==> config.mk <==
export PLATFORM = sky130hd
export DESIGN_NAME = fan_start_temperature_interval_and_duty_ceiling
export DESIGN_NICKNAME = d
export VERILOG_FILES = /design/src/interval_timer.v /design/src/fan_start_temperature_interval_and_duty_ceiling.v
export VERILOG_INCLUDE_DIRS = /design/src /design/src/src
export SDC_FILE = /design/constraint.sdc
export NUM_CORES = 1
export LEC_CHECK = 0
export BUFFER_PORTS_ARGS = -buffer_cell sky130_fd_sc_hd__buf_4
export CORE_ASPECT_RATIO = 0.8
export CORE_MARGIN = 3
export CORE_UTILIZATION = 30
export DETAILED_ROUTE_END_ITERATION = 12
export SYNTH_ARGS = -nofsm -noshare
export SYNTH_HDL_FRONTEND = slang
export SYNTH_SLANG_ARGS = --single-unit
==> constraint.sdc <==
create_clock -name aclk -period 2.5 [get_ports aclk]
set_input_delay 0 -clock aclk [delete_from_list [all_inputs] [get_ports aclk]]
set_output_delay 0 -clock aclk [all_outputs]
set_load 0.005 [all_outputs]
==> src/fan_start_temperature_ceiling_consts.vh <==
// Constants for the fan-start interval and duty-ceiling register bank.
// Assumes inclusion by bare name from design files; definitions only.
`ifndef FAN_START_TEMPERATURE_CEILING_CONSTS_VH
`define FAN_START_TEMPERATURE_CEILING_CONSTS_VH

// ==========================================================
// Register indices, matched against address bits [9:2] (printed offsets are indices)
`define IDX_INTERVAL      8'h37
`define IDX_FAN1_CEIL     8'h38
`define IDX_FAN2_CEIL     8'h39
`define IDX_FAN3_CEIL     8'h3A
`define IDX_DYN_CTRL1     8'h36
`define IDX_CONFIG1       8'h40
`define IDX_CONFIG4       8'h7D
`define IDX_FAN_DEMAND    8'h30
`define IDX_ADJ_STATUS    8'h50

// ==========================================================
// Field positions
`define FLD_REMOTE1_LO    0
`define FLD_LOCAL_LO      3
`define FLD_REMOTE2_LO    6
`define FLD_DYN1_R2_MSB   0
`define FLD_CFG1_LOCK     1
`define FLD_CFG1_FORCE    3
`define FLD_CFG4_CEIL_ALM 3

// ==========================================================
// Reset values
`define RST_INTERVAL      8'h00
`define RST_CEILING       8'hFF
`define RST_DYN_CTRL1     8'h00
`define RST_CONFIG1       8'h01
`define RST_CONFIG4       8'h00
`define RST_DEMAND        8'h00
`define DUTY_FULL         8'hFF

// ==========================================================
// Interval timing: decrease base count, increase is one more doubling
`define DEC_BASE_CYCLES   12'h008
`define INC_SHIFT_EXTRA   1

// AXI responses
`define RESP_OKAY         2'b00
`define RESP_SLVERR       2'b10

`endif

==> src/interval_timer.v <==
// One channel's adjustment interval timer.
// Assumes mon_tick marks one monitoring cycle; code is the 3-bit interval code.
`timescale 1ns/100ps
`include "fan_start_temperature_ceiling_consts.vh"

module interval_timer #(
	parameter CNT_W = 12
) (
	input  wire             aclk,
	input  wire             aresetn,
	input  wire             mon_tick,
	input  wire [2:0]       code,
	input  wire             adjusted,
	output reg              dec_ready,
	output reg              inc_ready
);

	reg  [CNT_W-1:0] count_reg;
	wire [CNT_W-1:0] dec_limit;
	wire [CNT_W-1:0] inc_limit;

	// ==========================================================
	// Limits: 8 << code for decrease, twice that for increase
	assign dec_limit = `DEC_BASE_CYCLES << code;
	assign inc_limit = dec_limit << `INC_SHIFT_EXTRA;

	// Counter restarts at each adjustment; saturates so it never wraps
	always @(posedge aclk) begin
		if (!aresetn) begin
			count_reg <= {CNT_W{1'b0}};
		end else if (adjusted) begin
			count_reg <= {CNT_W{1'b0}};
		end else if (mon_tick && count_reg != {CNT_W{1'b1}}) begin
			count_reg <= count_reg + {{(CNT_W-1){1'b0}}, 1'b1};
		end
	end

	// Code is read live, so a new code applies at the next compare
	always @(posedge aclk) begin
		if (!aresetn) begin
			dec_ready <= 1'b0;
			inc_ready <= 1'b0;
		end else begin
			dec_ready <= !adjusted && (count_reg >= dec_limit);
			inc_ready <= !adjusted && (count_reg >= inc_limit);
		end
	end

endmodule // interval_timer

==> src/fan_start_temperature_interval_and_duty_ceiling.v <==
// Fan-start interval codes and fan duty ceilings, AXI4-Lite register bank.
// Assumes monitoring tick, alarm and adjustment-done inputs synchronous to aclk.
//
// Implementation choice: the AXI4-Lite slave port.
`timescale 1ns/100ps
`include "fan_start_temperature_ceiling_consts.vh"

module fan_start_temperature_interval_and_duty_ceiling (
	input  wire        aclk,
	input  wire        aresetn,
	input  wire [9:0]  s_axi_awaddr,
	input  wire        s_axi_awvalid,
	output wire        s_axi_awready,
	input  wire [31:0] s_axi_wdata,
	input  wire [3:0]  s_axi_wstrb,
	input  wire        s_axi_wvalid,
	output wire        s_axi_wready,
	output reg  [1:0]  s_axi_bresp,
	output reg         s_axi_bvalid,
	input  wire        s_axi_bready,
	input  wire [9:0]  s_axi_araddr,
	input  wire        s_axi_arvalid,
	output wire        s_axi_arready,
	output reg  [31:0] s_axi_rdata,
	output reg  [1:0]  s_axi_rresp,
	output reg         s_axi_rvalid,
	input  wire        s_axi_rready,
	input  wire        mon_tick,
	input  wire        thermal_alarm_pin,
	input  wire [2:0]  adjust_done,
	output wire [2:0]  dec_allowed,
	output wire [2:0]  inc_allowed,
	output reg  [7:0]  fan_drive_1,
	output reg  [7:0]  fan_drive_2,
	output reg  [7:0]  fan_drive_3
);

	// ==========================================================
	// Register state
	reg  [7:0]  fan_start_temperature_adjust_interval_codes_reg;
	reg  [7:0]  fan1_duty_ceiling_reg;
	reg  [7:0]  fan2_duty_ceiling_reg;
	reg  [7:0]  fan3_duty_ceiling_reg;
	reg         remote2_msb_reg;
	reg         limit_lock_reg;
	reg         force_full_speed_reg;
	reg         ceiling_on_alarm_reg;
	reg  [7:0]  demand1_reg;
	reg  [7:0]  demand2_reg;
	reg  [7:0]  demand3_reg;

	// Write channel holding
	reg  [9:0]  aw_addr_reg;
	reg         aw_held_reg;
	reg  [31:0] w_data_reg;
	reg  [3:0]  w_strb_reg;
	reg         w_held_reg;

	wire        wr_go;
	wire [7:0]  wr_idx;
	wire [7:0]  wr_byte;
	wire        wr_en;
	wire        wr_unmapped;
	wire        wr_locked;
	wire [7:0]  rd_idx;
	reg  [7:0]  rd_byte;
	reg         rd_hit;

	wire [2:0]  remote1_interval_code;
	wire [2:0]  local_interval_code;
	wire [2:0]  remote2_interval_code;

	// ==========================================================
	// AXI write: address and data taken independently, one at a time
	assign s_axi_awready = !aw_held_reg && !s_axi_bvalid;
	assign s_axi_wready  = !w_held_reg && !s_axi_bvalid;
	assign wr_go         = aw_held_reg && w_held_reg && !s_axi_bvalid;
	assign wr_idx        = aw_addr_reg[9:2];                        // Full 8-bit index reach
	assign wr_byte       = w_data_reg[7:0];
	assign wr_en         = wr_go && w_strb_reg[0];

	always @(posedge aclk) begin
		if (!aresetn) begin
			aw_held_reg <= 1'b0;
			aw_addr_reg <= 10'h000;
			w_held_reg  <= 1'b0;
			w_data_reg  <= 32'h00000000;
			w_strb_reg  <= 4'h0;
		end else begin
			if (s_axi_awvalid && s_axi_awready) begin
				aw_held_reg <= 1'b1;
				aw_addr_reg <= s_axi_awaddr;
			end else if (wr_go) begin
				aw_held_reg <= 1'b0;
			end
			if (s_axi_wvalid && s_axi_wready) begin
				w_held_reg <= 1'b1;
				w_data_reg <= s_axi_wdata;
				w_strb_reg <= s_axi_wstrb;
			end else if (wr_go) begin
				w_held_reg <= 1'b0;
			end
		end
	end

	// Unmapped addresses answer SLVERR; locked writes complete OKAY but change nothing
	assign wr_unmapped = !(wr_idx == `IDX_INTERVAL  || wr_idx == `IDX_FAN1_CEIL ||
		wr_idx == `IDX_FAN2_CEIL || wr_idx == `IDX_FAN3_CEIL ||
		wr_idx == `IDX_DYN_CTRL1 || wr_idx == `IDX_CONFIG1 ||
		wr_idx == `IDX_CONFIG4   || wr_idx == `IDX_FAN_DEMAND ||
		wr_idx == (`IDX_FAN_DEMAND + 8'h01) || wr_idx == (`IDX_FAN_DEMAND + 8'h02) ||
		wr_idx == `IDX_ADJ_STATUS);
	assign wr_locked = limit_lock_reg;

	always @(posedge aclk) begin
		if (!aresetn) begin
			s_axi_bvalid <= 1'b0;
			s_axi_bresp  <= `RESP_OKAY;
		end else if (wr_go) begin
			s_axi_bvalid <= 1'b1;
			s_axi_bresp  <= wr_unmapped ? `RESP_SLVERR : `RESP_OKAY;
		end else if (s_axi_bready) begin
			s_axi_bvalid <= 1'b0;
		end
	end

	// ==========================================================
	// Lockable registers: interval codes, ceilings, remote 2 upper bit
	always @(posedge aclk) begin
		if (!aresetn) begin
			fan_start_temperature_adjust_interval_codes_reg <= `RST_INTERVAL;
			fan1_duty_ceiling_reg <= `RST_CEILING;
			fan2_duty_ceiling_reg <= `RST_CEILING;
			fan3_duty_ceiling_reg <= `RST_CEILING;
			remote2_msb_reg <= 1'b0;
		end else if (wr_en && !wr_locked) begin
			case (wr_idx)
				`IDX_INTERVAL:  fan_start_temperature_adjust_interval_codes_reg <= wr_byte;
				`IDX_FAN1_CEIL: fan1_duty_ceiling_reg <= wr_byte;
				`IDX_FAN2_CEIL: fan2_duty_ceiling_reg <= wr_byte;
				`IDX_FAN3_CEIL: fan3_duty_ceiling_reg <= wr_byte;
				`IDX_DYN_CTRL1: remote2_msb_reg <= wr_byte[`FLD_DYN1_R2_MSB];
				default: begin
				end
			endcase
		end
	end

	// Lock is write-once: only reset clears it, software never can
	always @(posedge aclk) begin
		if (!aresetn) begin
			limit_lock_reg <= 1'b0;
		end else if (wr_en && wr_idx == `IDX_CONFIG1 && wr_byte[`FLD_CFG1_LOCK]) begin
			limit_lock_reg <= 1'b1;
		end
	end

	// Force-full-speed and alarm mode bits stay writable under lock
	always @(posedge aclk) begin
		if (!aresetn) begin
			force_full_speed_reg <= 1'b0;
			ceiling_on_alarm_reg <= 1'b0;
			demand1_reg <= `RST_DEMAND;
			demand2_reg <= `RST_DEMAND;
			demand3_reg <= `RST_DEMAND;
		end else if (wr_en) begin
			if (wr_idx == `IDX_CONFIG1)
				force_full_speed_reg <= wr_byte[`FLD_CFG1_FORCE];
			if (wr_idx == `IDX_CONFIG4)
				ceiling_on_alarm_reg <= wr_byte[`FLD_CFG4_CEIL_ALM];
			if (wr_idx == `IDX_FAN_DEMAND)
				demand1_reg <= wr_byte;
			if (wr_idx == `IDX_FAN_DEMAND + 8'h01)
				demand2_reg <= wr_byte;
			if (wr_idx == `IDX_FAN_DEMAND + 8'h02)
				demand3_reg <= wr_byte;
		end
	end

	// ==========================================================
	// Interval codes and per-channel timers
	assign remote1_interval_code = fan_start_temperature_adjust_interval_codes_reg[`FLD_REMOTE1_LO +: 3];
	assign local_interval_code   = fan_start_temperature_adjust_interval_codes_reg[`FLD_LOCAL_LO +: 3];
	assign remote2_interval_code = {remote2_msb_reg,
		fan_start_temperature_adjust_interval_codes_reg[`FLD_REMOTE2_LO +: 2]};

	interval_timer #(.CNT_W(12)) u_timer_remote1 (
		.aclk      (aclk),
		.aresetn   (aresetn),
		.mon_tick  (mon_tick),
		.code      (remote1_interval_code),
		.adjusted  (adjust_done[0]),
		.dec_ready (dec_allowed[0]),
		.inc_ready (inc_allowed[0])
	);

	interval_timer #(.CNT_W(12)) u_timer_local (
		.aclk      (aclk),
		.aresetn   (aresetn),
		.mon_tick  (mon_tick),
		.code      (local_interval_code),
		.adjusted  (adjust_done[1]),
		.dec_ready (dec_allowed[1]),
		.inc_ready (inc_allowed[1])
	);

	interval_timer #(.CNT_W(12)) u_timer_remote2 (
		.aclk      (aclk),
		.aresetn   (aresetn),
		.mon_tick  (mon_tick),
		.code      (remote2_interval_code),
		.adjusted  (adjust_done[2]),
		.dec_ready (dec_allowed[2]),
		.inc_ready (inc_allowed[2])
	);

	// ==========================================================
	// Fan drive: alarm first, then force, else demand clipped to ceiling
	// Duty byte is linear, so a plain compare clips it
	always @(posedge aclk) begin
		if (!aresetn) begin
			fan_drive_1 <= `RST_DEMAND;
			fan_drive_2 <= `RST_DEMAND;
			fan_drive_3 <= `RST_DEMAND;
		end else if (thermal_alarm_pin && !ceiling_on_alarm_reg) begin
			fan_drive_1 <= `DUTY_FULL;
			fan_drive_2 <= `DUTY_FULL;
			fan_drive_3 <= `DUTY_FULL;
		end else if (thermal_alarm_pin || force_full_speed_reg) begin
			fan_drive_1 <= fan1_duty_ceiling_reg;
			fan_drive_2 <= fan2_duty_ceiling_reg;
			fan_drive_3 <= fan3_duty_ceiling_reg;
		end else begin
			fan_drive_1 <= (demand1_reg > fan1_duty_ceiling_reg) ?
				fan1_duty_ceiling_reg : demand1_reg;
			fan_drive_2 <= (demand2_reg > fan2_duty_ceiling_reg) ?
				fan2_duty_ceiling_reg : demand2_reg;
			fan_drive_3 <= (demand3_reg > fan3_duty_ceiling_reg) ?
				fan3_duty_ceiling_reg : demand3_reg;
		end
	end

	// ==========================================================
	// AXI read: one outstanding read, answered one cycle after address
	assign s_axi_arready = !s_axi_rvalid;
	assign rd_idx        = s_axi_araddr[9:2];

	always @* begin
		rd_hit  = 1'b1;
		rd_byte = 8'h00;
		case (rd_idx)
			`IDX_INTERVAL:  rd_byte = fan_start_temperature_adjust_interval_codes_reg;
			`IDX_FAN1_CEIL: rd_byte = fan1_duty_ceiling_reg;
			`IDX_FAN2_CEIL: rd_byte = fan2_duty_ceiling_reg;
			`IDX_FAN3_CEIL: rd_byte = fan3_duty_ceiling_reg;
			`IDX_DYN_CTRL1: rd_byte = {7'h00, remote2_msb_reg};
			`IDX_CONFIG1:   rd_byte = {4'h0, force_full_speed_reg, 1'b0,
				limit_lock_reg, 1'b1};
			`IDX_CONFIG4:   rd_byte = {4'h0, ceiling_on_alarm_reg, 3'b000};
			`IDX_FAN_DEMAND: rd_byte = fan_drive_1;
			`IDX_FAN_DEMAND + 8'h01: rd_byte = fan_drive_2;
			`IDX_FAN_DEMAND + 8'h02: rd_byte = fan_drive_3;
			`IDX_ADJ_STATUS: rd_byte = {2'b00, inc_allowed, dec_allowed};
			default:        rd_hit = 1'b0;
		endcase
	end

	always @(posedge aclk) begin
		if (!aresetn) begin
			s_axi_rvalid <= 1'b0;
			s_axi_rdata  <= 32'h00000000;
			s_axi_rresp  <= `RESP_OKAY;
		end else if (s_axi_arvalid && s_axi_arready) begin
			s_axi_rvalid <= 1'b1;
			s_axi_rdata  <= {24'h000000, rd_byte};
			s_axi_rresp  <= rd_hit ? `RESP_OKAY : `RESP_SLVERR;
		end else if (s_axi_rready) begin
			s_axi_rvalid <= 1'b0;
		end
	end

endmodule // fan_start_temperature_interval_and_duty_ceiling

==> results_dict.tcl <==
set metrics [dict create \
    status "completed" \
    pre_cts_slack_ps 361 \
    cp_num_buf_inv 0 \
    netlist.area_leader.share 0.347 \
    fillers 3060 \
    relSlewSlack 0.499 \
    antenna_found_initial 0 \
    place_hpwl_um 19700 \
    cts_tree "yes" \
    vias_per_cell 5.10 \
    setup_viol_count_final 0 \
    slowest_delay_ps 800 \
    seqCellArea_mm2 0.00314 \
    ys_warn_count 0 \
    min_period_ps 2200 \
    path_class "reg -> reg" \
    met1_length_um 13200 \
    crit_cells 5 \
    synthSimpleGateAreaFrac 0.240 \
    synth_top_family_by_area "simple AND/OR/NAND/NOR gates" \
    r2r_cells 5 \
    grt_pass1_wl_um 42600 \
    reg2reg_from "aw_addr_reg[8]$_SDFFE_PN0P_" \
    ys_seq_area_frac 0.347 \
    tightest_slew_ps 750 \
    finClkSkew_ps 7.61 \
    dr_total_vias 7965 \
    initial_core_util 0.307 \
    grt_use_total 0.164 \
    start_kind "register" \
    cp_cell_sequence "nand4bb_2, or2_1, or4_1, mux2i_1, nand2_1" \
    ios 139 \
    die_w_um 200 \
    drv_slew 0 \
    cp_max_fo 8 \
    hp-class "in -> reg" \
    layout_setup_ws_ps 298 \
    endpoint "fan2_duty_ceiling_reg[6]$_SDFFE_PN1P_" \
    synthTopCellsByCount "dfxtp_1, nor2_1, nand2_1" \
    finalHoldViolCount 0 \
    cts_num_sinks 157 \
    drt_pre_antenna_iters 7 \
    drc_errors 0 \
    rsz0062_at_grt "false" \
    synth-xor-area-share 0.0242 \
    cts_setup_buffers 0 \
    ys.flop_type "dfxtp_1" \
    detail-route-antenna-nets 0 \
    dp_cells 1507 \
    postSynthCellCount 1071 \
    finalNetCount 1289 \
    ir_worst_vdd_v 0.000527 \
    grt_pass1_vias 7706 \
    drt-initial-drc-count 653 \
    cp_data_required_time_ps 2800 \
    cts_root_buffer "clkbuf_16" \
    routed_wirelength_um 26500 \
    cts.repair.resized 0 \
    insertion_delay_ps 430 \
    diodes 0 \
    rrSetupSlack_ps 300 \
    final_cells 1561 \
    synthesis.area_mm2 0.00905 \
    holdBufCountCts 23 \
    end_kind "register" \
    synthMuxAreaShare 0.0509 \
    drive_above_1_share 0.130 \
    r2r_end "fan2_duty_ceiling_reg[6]$_SDFFE_PN1P_" \
    wl_per_cell_um 17.0 \
    synth_cell_types 69 \
    cp_slowest_cell "or4_1" \
    synth_most_common_cell "dfxtp_1" \
    min_period_over_period 0.881 \
    critPathLaunch "aw_addr_reg[8]$_SDFFE_PN0P_" \
    synth-seq-cells 157 \
    synth_edf_count 0 \
    synthesis.area_per_instance_um2 8.45 \
    multiInputGateArea_mm2 0.00533 \
    leakage_nw 4.53 \
    gp_congestion 0.938 \
    grt_max_degree 49 \
    final_cell_area_mm2 0.0108 \
    cp_top_family "simple AND/OR/NAND/NOR gates" \
    dr_wl_met2_um 11300 \
    die_area_mm2 0.0323 \
    total_power_mw 5.82 \
    p_per_area_mw_per_mm2 542 \
    path_clk_slew_ps 60 \
    fmax_mhz 454 \
    wl_met3_um 1700 \
    grt_overflow 0 \
    clk_path_buf_depth 2 \
    worst_ep_arrival_time_ps 2510 \
    htree_levels 4 \
    yosysTopAreaCell "dfxtp_1" \
    synth_area_leaders "dfxtp_1, ha_1, mux2i_1" \
    async_flop_share 0 \
    placed_area_mm2 0.00992 \
    fin_util 0.364 \
    rows 56 \
    core-area_mm2 0.0295 \
    drv_cap 0 \
    fin_setup_tns_ps 0 \
    cts_buffers 17 \
    hold-worst-slack_ps 17.1 \
    numPortBuffers 81 \
    synthToLayoutAreaGrowth_pct 18.8 \
    die_height_um 161 \
    synth_adder_area_share 0.108 \
    highest_layer "met4" \
    synth_compound_area_frac 0.155 \
]
-- power by group --
part	total (mW)	internal, mW	switching, mW
Clock	2.69	1.62	1.07
Combinational	0.476	0.206	0.270
Sequential	2.66	2.56	0.0971
-- worst min path at each step --
stage | start | end | slack (ps) | depth (start not counted)
floorplan | s_axi_rready | s_axi_rvalid$_SDFFE_PN0P_ | 100 | 1
global placement | s_axi_rready | s_axi_rvalid$_SDFFE_PN0P_ | 190 | 2
detailed placement | s_axi_rready | s_axi_rvalid$_SDFFE_PN0P_ | 190 | 2
CTS | s_axi_arvalid | s_axi_rresp[1]$_SDFFE_PN0P_ | 4 | 4
global route | s_axi_arvalid | s_axi_rresp[1]$_SDFFE_PN0P_ | 40 | 4
finish | s_axi_arvalid | s_axi_rresp[1]$_SDFFE_PN0P_ | 20 | 4
-- cell usage in the layout (no fill, tap or decap), drive strengths merged, types with 10 or more instances in the layout --
cell type | synthesis | routed
a211oi | 11 | 11
a21oi | 47 | 47
and2 | 12 | 12
and3 | 14 | 14
buf | 43 | 103
clkbuf | 55 | 22
conb | 1 | 26
dfxtp | 157 | 157
dlygate4sd3 | 0 | 23
ha | 78 | 78
inv | 43 | 45
mux2i | 46 | 46
nand2 | 102 | 102
nand3 | 60 | 60
nand3b | 13 | 13
nand4 | 29 | 29
nor2 | 108 | 108
nor2b | 11 | 11
nor3 | 12 | 12
nor4 | 15 | 15
o211ai | 21 | 21
o21a | 10 | 10
o21ai | 40 | 40
o311a | 23 | 23
xor2 | 16 | 16
-- worst reg2reg max path: cells and delay by family (launching register included) --
| kind | cells | cell delay (ps) |
|---|---|---|
| and+or+nand+nor | 4 | 1490 |
| muxes | 1 | 280 |
| DFF | 1 | 320 |
-- final cells by class --
class / count / area share
clock buffers: 22 / 0.0432
clock inverters: 9 / 0.0126
inverters: 44 / 0.0154
multi-input cells: 797 / 0.496
flip-flops and latches: 157 / 0.292
well taps: 406 / 0.0472
repair buffers: 126 / 0.0933
-- routing by layer --
layer	up-vias	GRT usage
li1	3951	-
met1	3745	0.239
met2	244	0.249
met3	25	0.0345
met4	0	0.0379
met5	-	0
-- kinds of logic (layout without fill, tap and decap cells) --
kind of cell             after synthesis  in the layout
XOR/XNOR                              25             25
buffers and inverters                142            201
AND/OR/NAND/NOR                      420            420
AO/OA/AOI/OAI                        202            202
other                                  1             26
flip-flops                           157            157
adder cells (fa/ha/maj)               78             78
multiplexers                          46             46
Note: power is estimated with default switching activity, not from simulation.
